$ cat src/shared/fes_cfg.svh
// timing counts, command codes and status bit positions for the flash sequencer host
`ifndef FES_CFG_SVH
`define FES_CFG_SVH
`define FES_CMD_ERASE_SETUP 8'h20
`define FES_CMD_ERASE_CONFIRM 8'hD0
`define FES_CMD_WRITE_SETUP 8'h40
`define FES_CMD_READ_ARRAY 8'hFF
`define FES_CMD_CLEAR_STATUS 8'h50
`define FES_CMD_READ_STATUS 8'h70
`define FES_SR_READY 7
`define FES_SR_ERASE_PAUSED 6
`define FES_SR_ERASE_ERR 5
`define FES_SR_PROG_ERR 4
`define FES_SR_SUPPLY_LOW 3
`define FES_SR_PROG_PAUSED 2
`define FES_SR_PROTECT 1
`define FES_SR_RESERVED 0
`define FES_SR_POLL_MASK 8'hFE
`define FES_CLK_MHZ 125
`define FES_T_WE_NS 64
`define FES_T_RD_NS 120
`define FES_WE_CYC ((`FES_T_WE_NS * `FES_CLK_MHZ + 999) / 1000)
`define FES_RD_CYC ((`FES_T_RD_NS * `FES_CLK_MHZ + 999) / 1000)
`endif

$ cat src/shared/fes_pkg.sv
// types shared by the flash sequencer host modules
package fes_pkg;
	typedef enum logic [1:0] {
		fes_op_erase,
		fes_op_write,
		fes_op_clear,
		fes_op_read_array
	} fes_op_t;
	typedef enum logic [2:0] {
		fes_res_ok,
		fes_res_supply,
		fes_res_protect,
		fes_res_sequence,
		fes_res_erase_fail,
		fes_res_write_fail
	} fes_res_t;
endpackage

$ cat src/shared/fes_bus_if.sv
// one bus cycle request and its answer between sequencer and pin driver
`timescale 1ns/1ps
interface fes_bus_if;
	logic req;
	logic wr;
	logic [20:0] addr;
	logic [7:0] wdata;
	logic done;
	logic [7:0] rdata;
	modport seq (output req, output wr, output addr, output wdata, input done, input rdata);
	modport pins (input req, input wr, input addr, input wdata, output done, output rdata);
endinterface

$ cat src/logic/fes_cycle.sv
// pin-level driver: performs one write or read cycle on the flash bus
`timescale 1ns/1ps
`include "fes_cfg.svh"
module fes_cycle #(
	parameter int ADDR_W = 21
) (
	// clock and reset
	input wire logic clk,
	input wire logic rst_n,
	input wire logic ce,
	// cycle requests
	fes_bus_if.pins bus,
	// flash pins
	output logic [ADDR_W-1:0] fl_addr,
	output logic [7:0] fl_dq_out,
	output logic fl_dq_oe_n,
	input wire logic [7:0] fl_dq_in,
	output logic fl_ce_n,
	output logic fl_we_n,
	output logic fl_oe_n
);
	localparam logic [7:0] WE_CYC = 8'(`FES_WE_CYC);
	localparam logic [7:0] RD_CYC = 8'(`FES_RD_CYC);
	logic [7:0] cnt;
	logic busy;
	logic rd;
	wire last = busy && (cnt == 8'h00);

	// strobe counts cover the device access time; data is captured on the final cycle
	always_ff @(posedge clk or negedge rst_n) begin
		if (!rst_n) begin
			busy <= 1'b0;
			rd <= 1'b0;
			cnt <= 8'h00;
			bus.done <= 1'b0;
			bus.rdata <= 8'h00;
			fl_addr <= '0;
			fl_dq_out <= 8'h00;
			fl_dq_oe_n <= 1'b1;
			fl_ce_n <= 1'b1;
			fl_we_n <= 1'b1;
			fl_oe_n <= 1'b1;
		end else if (ce) begin
			bus.done <= last;
			if (bus.req && !busy) begin
				busy <= 1'b1;
				rd <= !bus.wr;
				cnt <= bus.wr ? WE_CYC : RD_CYC;
				fl_addr <= bus.addr[ADDR_W-1:0];
				fl_dq_out <= bus.wdata;
				fl_dq_oe_n <= !bus.wr; // drive only on writes
				fl_ce_n <= 1'b0;
				fl_we_n <= !bus.wr;
				fl_oe_n <= bus.wr;
			end else if (last) begin
				busy <= 1'b0;
				if (rd)
					bus.rdata <= fl_dq_in;
				fl_ce_n <= 1'b1;
				fl_we_n <= 1'b1;
				fl_oe_n <= 1'b1;
				fl_dq_oe_n <= 1'b1;
			end else if (busy) begin
				cnt <= cnt - 8'h01;
			end
		end
	end
endmodule

$ cat src/logic/fes_host.sv
// host controller that sequences erase and byte write commands and checks status
`timescale 1ns/1ps
`include "fes_cfg.svh"
module fes_host #(
	parameter int ADDR_W = 21
) (
	// clock and reset
	input wire logic clk,
	input wire logic rst_n,
	input wire logic ce,
	// user orders
	input wire logic op_start,
	input wire fes_pkg::fes_op_t op_kind,
	input wire logic [ADDR_W-1:0] op_addr,
	input wire logic [7:0] op_data,
	input wire logic op_check,
	output logic op_busy,
	output logic op_done,
	output fes_pkg::fes_res_t op_result,
	output logic [7:0] op_status,
	// flash pins
	output logic [ADDR_W-1:0] fl_addr,
	output logic [7:0] fl_dq_out,
	output logic fl_dq_oe_n,
	input wire logic [7:0] fl_dq_in,
	output logic fl_ce_n,
	output logic fl_we_n,
	output logic fl_oe_n,
	input wire logic ready_busy_output
);
	import fes_pkg::*;

	typedef enum logic [2:0] {
		st_idle, st_cmd1, st_cmd2, st_poll, st_check, st_clear, st_finish
	} fes_state_t;

	// operation latched at acceptance; the user inputs may change during the run
	fes_state_t state;
	fes_bus_if bus();
	logic [ADDR_W-1:0] addr;
	logic [7:0] data;
	fes_op_t kind;
	logic check;
	logic [2:0] rb_sync;
	logic pending;

	// rb_sync[0] is only read by rb_sync[1]
	wire rb_ready = rb_sync[1] & rb_sync[2];
	wire [7:0] sr = bus.rdata & `FES_SR_POLL_MASK;
	wire sr_ready = sr[`FES_SR_READY];
	wire sr_ee = sr[`FES_SR_ERASE_ERR];
	wire sr_pe = sr[`FES_SR_PROG_ERR];
	wire sr_vl = sr[`FES_SR_SUPPLY_LOW];
	wire sr_dp = sr[`FES_SR_PROTECT];
	// erase and byte write take two cycles and then a poll
	wire two_cycle = (kind == fes_op_erase) || (kind == fes_op_write);

	// full check order: supply, protect, sequence, then the operation's own failure
	function automatic fes_res_t grade(input logic [7:0] s, input fes_op_t k);
		if (s[`FES_SR_SUPPLY_LOW])
			return fes_res_supply;
		else if (s[`FES_SR_PROTECT])
			return fes_res_protect;
		else if (s[`FES_SR_ERASE_ERR] && s[`FES_SR_PROG_ERR])
			return fes_res_sequence;
		else if (s[`FES_SR_ERASE_ERR] && k == fes_op_erase)
			return fes_res_erase_fail;
		else if (s[`FES_SR_PROG_ERR])
			return fes_res_write_fail;
		else
			return fes_res_ok;
	endfunction

	wire fes_res_t graded = grade(sr, kind);
	// first command byte of each operation
	wire [7:0] first_code = (kind == fes_op_erase) ? `FES_CMD_ERASE_SETUP :
		(kind == fes_op_write) ? `FES_CMD_WRITE_SETUP :
		(kind == fes_op_clear) ? `FES_CMD_CLEAR_STATUS : `FES_CMD_READ_ARRAY;
	wire [7:0] second_code = (kind == fes_op_erase) ? `FES_CMD_ERASE_CONFIRM : data;

	// what the current state writes: clear after an error, then array mode to finish
	wire [7:0] req_code = (state == st_cmd2) ? second_code :
		(state == st_clear) ? `FES_CMD_CLEAR_STATUS :
		(state == st_finish) ? `FES_CMD_READ_ARRAY : first_code;
	// one cycle in flight at a time; grading needs no bus cycle at all
	wire req_due = !pending && state != st_idle && state != st_check;
	// status polls are the only reads, since every read after a sequence returns status
	wire req_wr = state != st_poll;

	fes_cycle #(.ADDR_W(ADDR_W)) u_cycle (
		.clk(clk),
		.rst_n(rst_n),
		.ce(ce),
		.bus(bus.pins),
		.fl_addr(fl_addr),
		.fl_dq_out(fl_dq_out),
		.fl_dq_oe_n(fl_dq_oe_n),
		.fl_dq_in(fl_dq_in),
		.fl_ce_n(fl_ce_n),
		.fl_we_n(fl_we_n),
		.fl_oe_n(fl_oe_n)
	);

	// three-stage sampler for the asynchronous ready/busy pin
	// a glitch shorter than a clock cannot pass, since two stages must agree
	always_ff @(posedge clk or negedge rst_n) begin
		if (!rst_n)
			rb_sync <= 3'h7;
		else if (ce)
			rb_sync <= {rb_sync[1:0], ready_busy_output};
	end

	// bus request path: one request at a time, a new poll read after each answer; pending holds until the driver answers
	always_ff @(posedge clk or negedge rst_n) begin
		if (!rst_n) begin
			bus.req <= 1'b0;
			bus.wr <= 1'b0;
			bus.addr <= '0;
			bus.wdata <= 8'h00;
			pending <= 1'b0;
		end else if (ce) begin
			bus.req <= 1'b0;
			if (bus.done)
				pending <= 1'b0;
			else if (req_due) begin
				pending <= 1'b1;
				bus.req <= 1'b1;
				bus.addr <= addr; // same block, same location
				bus.wr <= req_wr;
				bus.wdata <= req_code;
			end
		end
	end

	// sequencing: setup, confirm, poll, grade, recover, return to array
	// limitation: there is no give-up count, so a device that never turns ready keeps
	// op_busy high; the user side must bound its own wait
	always_ff @(posedge clk or negedge rst_n) begin
		if (!rst_n) begin
			state <= st_idle;
			addr <= '0;
			data <= 8'h00;
			kind <= fes_op_read_array;
			check <= 1'b0;
			op_busy <= 1'b0;
			op_done <= 1'b0;
			op_result <= fes_res_ok;
			op_status <= 8'h00;
		end else if (ce) begin
			op_done <= 1'b0;
			case (state)
				st_idle: begin
					if (op_start) begin
						addr <= op_addr;
						data <= op_data;
						kind <= op_kind;
						check <= op_check;
						op_busy <= 1'b1;
						state <= st_cmd1;
					end
				end
				st_cmd1: begin
					// clear status and array mode are single writes and end here
					if (bus.done)
						state <= two_cycle ? st_cmd2 : st_idle;
					if (bus.done && !two_cycle) begin
						op_busy <= 1'b0;
						op_done <= 1'b1;
						op_result <= fes_res_ok;
					end
				end
				st_cmd2: begin
					// from here on every read returns status
					if (bus.done)
						state <= st_poll;
				end
				st_poll: begin
					// other bits are untrusted until ready; the pin must agree too
					if (bus.done && sr_ready && rb_ready)
						state <= st_check;
				end
				st_check: begin
					// the last status stays visible to the user after done
					op_status <= sr;
					// every erase and byte write is graded and any error cleared here, so op_check changes no result
					if (check || graded != fes_res_ok) begin
						op_result <= graded;
						state <= (graded != fes_res_ok) ? st_clear : st_finish;
					end else begin
						op_result <= fes_res_ok;
						state <= st_finish;
					end
				end
				st_clear: begin
					if (bus.done)
						state <= st_finish;
				end
				st_finish: begin
					// array mode comes back on the clean path and after a clear alike
					if (bus.done) begin
						op_busy <= 1'b0;
						op_done <= 1'b1;
						state <= st_idle;
					end
				end
				default: state <= st_idle;
			endcase
		end
	end
endmodule

$ cat config.mk
export PLATFORM = sky130hd
export DESIGN_NAME = fes_host
export DESIGN_NICKNAME = d
export VERILOG_FILES = /design/src/shared/fes_pkg.sv /design/src/shared/fes_bus_if.sv /design/src/logic/fes_cycle.sv /design/src/logic/fes_host.sv
export VERILOG_INCLUDE_DIRS = /design/src /design/src/shared
export SDC_FILE = /design/constraint.sdc
export NUM_CORES = 1
export LEC_CHECK = 0
export BUFFER_PORTS_ARGS = -buffer_cell sky130_fd_sc_hd__buf_2
export CAP_MARGIN = 10
export CORE_UTILIZATION = 55
export CTS_CLUSTER_DIAMETER = 150
export DETAILED_ROUTE_END_ITERATION = 6
export PLACE_DENSITY = 0.77
export SLEW_MARGIN = 40
export SYNTH_ARGS = -nofsm -noshare
export SYNTH_HDL_FRONTEND = slang
export SYNTH_SLANG_ARGS = --single-unit
$ cat constraint.sdc
create_clock -name clk -period 5.8 [get_ports clk]
set_clock_uncertainty 0.1 [all_clocks]
set_input_delay 0.58 -clock clk [delete_from_list [all_inputs] [get_ports clk]]
set_output_delay 0.58 -clock clk [all_outputs]
set_load 0.03 [all_outputs]
# Word-level counts from Yosys, hierarchy flattened
# Cells that the tools add are included.
word_totals:
  in_bits: 45
  ff_bits: 133
  elab_cells: 129
op_classes:
  n_eq_ne: 18
  n_mux: 46
  n_bitwise: 3
  reduce_logical: 36
  add_sub_neg: 1
ops:
  columns: ["cell", "count"]
  rows:
  - ["$mux W8", 10]
  - ["$mux W3", 14]
  - ["$pmux W3 S7", 1]
  - ["$mux W1", 15]
  - ["$reduce_and A3 Y1", 4]
  - ["$eq A3 B3 Y1 const B", 3]
  - ["$logic_and A1 B1 Y1", 9]
  - ["$reduce_bool A3 Y1", 3]
  - ["$logic_not A8 Y1", 1]
  - ["$ne A2 B1 Y1 const B", 4]
  - ["$ne A2 B2 Y1 const B", 4]
  - ["$reduce_and A2 Y1", 4]
  - ["$reduce_bool A2 Y1", 4]
  - ["$sub A8 B1 Y8 const B", 1]
  - ["$reduce_and A7 Y1", 1]
  - ["$eq A3 B2 Y1 const B", 2]
  - ["$mux W2", 3]
  - ["$pmux W3 S2", 1]
  - ["$reduce_and A5 Y1", 1]
  - ["$logic_not A1 Y1", 4]
  - ["$reduce_and A4 Y1", 1]
  - ["$eq A3 B1 Y1 const B", 1]
  - ["$logic_not A3 Y1", 1]
  - ["$ne A3 B2 Y1 const B", 1]
  - ["other kinds (9)", 11]

# Depth between registers and ports, before layout
logic_depth:
  depth_word: 10
  ltp_mapped: 7
  mapped_depth_nobuf: 6

# Hierarchy
# Synthesis repeated with hierarchy kept, for this count alone.
unflattened:
  hier_cells: 525
  hier_area_um2: 5736.8
by_module_without_submodules:
  columns: ["mod", "instances", "seq_area_each_um2", "area_per_inst_um2", "cells_per_inst"]
  rows:
  - ["fes_host", 1, 2033.2, 3589.7, 307]
  - ["fes_cycle", 1, 1280.0, 2147.1, 218]

# Worst setup path after synthesis
# OpenSTA, ideal clock, no wires.
synth_path:
  path_kind: "register to register"
  startpoint: "reg u_cycle.cnt[0]"
  endpoint: "reg u_cycle.bus.rdata[1]"
  t_arrival_ns: 1.657
  setup_time_ns: 0.125
  slack_ns: 3.918
  path_stages_with_launch: 7
  period_less_slack_ns: 1.882
  cell_sequence: "dfrtp_1 > inv_1 > ha_1 > nor4b_4 > nand3_2 > nor2_4 > mux2_2"
synth_between:
  elab_chain_cells: 3
synth_rtl:
  columns: ["item", "line_no", "text"]
  rows:
  - ["start, declared", "fes_cycle.sv:24", "logic [7:0] cnt;"]
  - ["start signal, assigned", "fes_cycle.sv:48", "cnt <= bus.wr ? WE_CYC : RD_CYC;"]
  - ["start signal, assigned", "fes_cycle.sv:64", "cnt <= cnt - 8'h01;"]
  - ["$logic_not A8 Y1", "fes_cycle.sv:27", "wire last = busy && (cnt == 8'h00);"]
  - ["$logic_and A1 B1 Y1", "fes_cycle.sv:27", null]
  - ["$reduce_and A4 Y1 (no line)", null, null]
  - ["end signal, assigned", "fes_cycle.sv:58", "bus.rdata <= fl_dq_in;"]
  - ["end, declared", "fes_bus_if.sv:11", "modport pins (input req, input wr, input addr, input wdata, output done, output rdata);"]
# Every way passes these cells.
# A chain may end at the register's enable or synchronous reset.

# Worst setup path in the final report
layout_path:
  startpoint: "reg state[0]"
  endpoint: "reg bus.wdata[6]"
layout_between:
  elab_chain_cells: 4
  word_cells_on_any_way: 11
  classes_between: "eq/ne: 4; mux: 3; reduce/logical: 4"
layout_rtl:
  columns: ["item", "line_no", "text"]
  rows:
  - ["start, declared", "fes_host.sv:38", "fes_state_t state;"]
  - ["start signal, assigned", "fes_host.sv:140", "state <= st_idle;"]
  - ["start signal, assigned", "fes_host.sv:159", "state <= st_cmd1;"]
  - ["start signal, assigned", "fes_host.sv:165", "state <= two_cycle ? st_cmd2 : st_idle;"]
  - ["$eq A3 B3 Y1 or $reduce_bool A3 Y1 (tied branches)", "fes_host.sv:84, fes_host.sv:86", null]
  - ["$mux W8 or $logic_and A1 B1 Y1 (tied branches)", "fes_host.sv:84, fes_host.sv:86", null]
  - ["$mux W8 or $logic_and A1 B1 Y1 (tied branches)", "fes_host.sv:83, fes_host.sv:86", null]
  - ["$mux W8 or $reduce_and A3 Y1 (tied branches)", null, null]
  - ["end signal, assigned", "fes_host.sv:130", "bus.wdata <= req_code;"]
  - ["end, declared", "fes_bus_if.sv:7", "logic [7:0] wdata;"]
# Parallel ways exist; a longest one is shown, timed or not.

==> run metrics <==
# Max-Cap Violations 0; Top FF cell, synth dfrtp_1; final setup fails 0; Setup Buffers After CTS 0; Startpoint Class register; layout cells sized above 1 0.3117; post-synth cell types 58; I/O Pins 91; asr flop ratio synth 1.000; CP Capture Type register; Mapped Area 0.005682 mm²; clk sinks 131; worst min path class in2reg; Starting Density 0.5734; setup TNS 0 ps; static leakage 0.003510 µW; worst-margin pin slew 688.0 ps; cell row count 36; EDFF count, synth 0; Post-DP HPWL 7238 µm; GR Util All Layers 0.2373; initial antenna violation count 0; CTS Buf Count 17; Worst-Skew Late Latency 530 ps; Vias per Instance 5.270; H-tree levels 4; ranking of synthesized cells by area dfrtp_1 (54%), nand2_1 (12%), mux2_4 (7.4%); Port Buffers 87; Synth Register Bits 131; Area Overhead vs Synth 19.69%; fin crit share 0.3786; post-route ant nets 0; Power Total 3717 µW; Die W 103.6 µm; final std cells w/o fill 749; Cell Area, Placed 0.006172 mm²; Multi-input gate area 0.002208 mm²; RSZ-0062 raised after global routing no; Final Hold Viols 0; Routed WL 11550 µm; crit path kind reg2reg; Peak Freq 455.3 MHz; n_diodes 0; vias in the first global route 4000; most common cell after layout, fill and taps aside nand2_1; Worst VDD drop 0.0003200 V; clock slew at reported path FFs 60 ps; DIE HEIGHT 103.6 µm; gr ovfl total 0; area leader, netlist dfrtp_1; Post-Route Utilization 0.6862; Post-Syn Area per Cell 10.93 µm²; most frequent cells in the layout nand2_1 (177), dfrtp_1 (123), buf_2 (86), mux2_4 (28), mux2_2 (26); drt initial violations 209; design area 0.006800 mm²; status finished clean; WP data arrival 2560 ps; top-area cell type share of the netlist area 0.5417; pwr/cell area 546.7 mW/mm²; CTS root buf clkbuf_8; post-DR wirelength/cell 15.42 µm; max_slew headroom 0.5413; Max Slew Vio Count 0; first-pass GRT wire length 19690 µm; DRC viols 0; Vias 3947; post-layout min period 2196 ps; Net Count, Synth 569; CP required 6170 ps; CTS tree yes; Synth Instances 520; Longest Clk Path Bufs 2; Fill cells 747; Critical Path Fanout Max 29; Cells after DPL 716; largest net degree at the start of global routing 77; synth warn 0; area of the core 0.009910 mm²; GPL Wtd Cong 0.7783; sequential fraction of the synthesis area 0.5787; DR pass1 iterations 5; FF+latch area 0.003288 mm²; Nets 652; area of the die 0.01074 mm²
## layout make-up
class | instances | area share
Sequential cell | 131 | 0.4835
Multi-Input combinational cell | 351 | 0.3247
Tap cell | 133 | 0.02447
Inverter | 10 | 0.005520
Clock buffer | 23 | 0.06863
Clock inverter | 9 | 0.02226
Timing Repair Buffer | 92 | 0.07084
## per-stage QoR
stage	hold WS, ps	worst slack [ps]
finish	181.4	3604
global route	160.2	3478
CTS	165.2	3615
detailed placement	350.4	3610
global placement	346.9	3337
floorplan	184.4	3918
## flip-flops by register name, summed over array words and instances (netlist names), 8 cells and up
| register | flops |
|---|---|
| data | 8 |
| bus.wdata | 8 |
| u_cycle.cnt | 8 |
| addr | 21 |
| u_cycle.fl_dq_out | 8 |
| u_cycle.fl_addr | 21 |
| bus.addr | 21 |
## power breakdown
part           internal [µW]  switching (µW)  total (µW)
logic                    472             581        1050
registers               1280             271        1550
clock network            731             380        1110
total                   2490            1230        3720
## synthesized netlist by cell type (2+ instances only)
| cell type | n |
|---|---|
| buf_2 | 11 |
| a21o_1 | 3 |
| clkbuf_1 | 11 |
| o311a_1 | 2 |
| mux2_2 | 26 |
| a211oi_1 | 2 |
| and4_1 | 2 |
| nor4b_1 | 2 |
| a31oi_1 | 2 |
| dfrtp_1 | 123 |
| o22a_1 | 2 |
| xnor2_1 | 2 |
| mux2_4 | 28 |
| and2_1 | 2 |
| nor2_1 | 18 |
| or3_1 | 4 |
| o21ai_1 | 3 |
| nor3_1 | 2 |
| nor4b_4 | 2 |
| a21oi_1 | 14 |
| o21ai_0 | 14 |
| nor2b_1 | 7 |
| buf_4 | 2 |
| nand2_1 | 177 |
| inv_1 | 10 |
| nand2b_1 | 4 |
| buf_6 | 4 |
| ha_1 | 4 |
| dfstp_2 | 8 |
## kinds of logic (layout without fill, tap and decap cells)
family	after synthesis	in the layout	share of synthesized area
xor gates and xnor gates	2	2	0.003084
buffers and inverters	38	134	0.03413
other	1	1	0.0006600
AOI/OAI and AO/OA	56	56	0.06497
muxes	55	55	0.1273
adders and majority gates	4	4	0.008809
and+or+nand+nor	233	233	0.1823
DFF	131	131	0.5787
## worst max-delay path: stages, from the launching register on
cell	delay, ps
dfrtp_1	760
nor2_2	190
or4b_4	720
a221oi_2	250
a21o_1	110
## layer usage
metal / GRT usage / share of wire
met2: 0.4017 / 0.52
met3: 0.06042 / 0.043
met5: 0 / 0
met4: 0.08903 / 0.013
met1: 0.2935 / 0.43
## worst paths after layout
| kind | from | end | slack (ps) | depth (start not counted) |
|---|---|---|---|---|
| max in group asynchronous | rst_n | addr[11] | 3900 | 3 |
| max reg2reg | state[0] | bus.wdata[6] | 3600 | 4 |
| max | state[0] | bus.wdata[6] | 3600 | 4 |
| min | fl_dq_in[2] | u_cycle.bus.rdata[2] | 180 | 2 |
| min reg2reg | bus.wdata[7] | u_cycle.fl_dq_out[7] | 360 | 2 |
| min in group asynchronous | rst_n | op_status[6] | 530 | 2 |
## timing repair
action	4_1_cts	5_1_grt
hold buffers	1	0
resized for setup	0	0
endpoints found under the hold margin	30	0
Note: power is estimated with default switching activity, not from simulation.
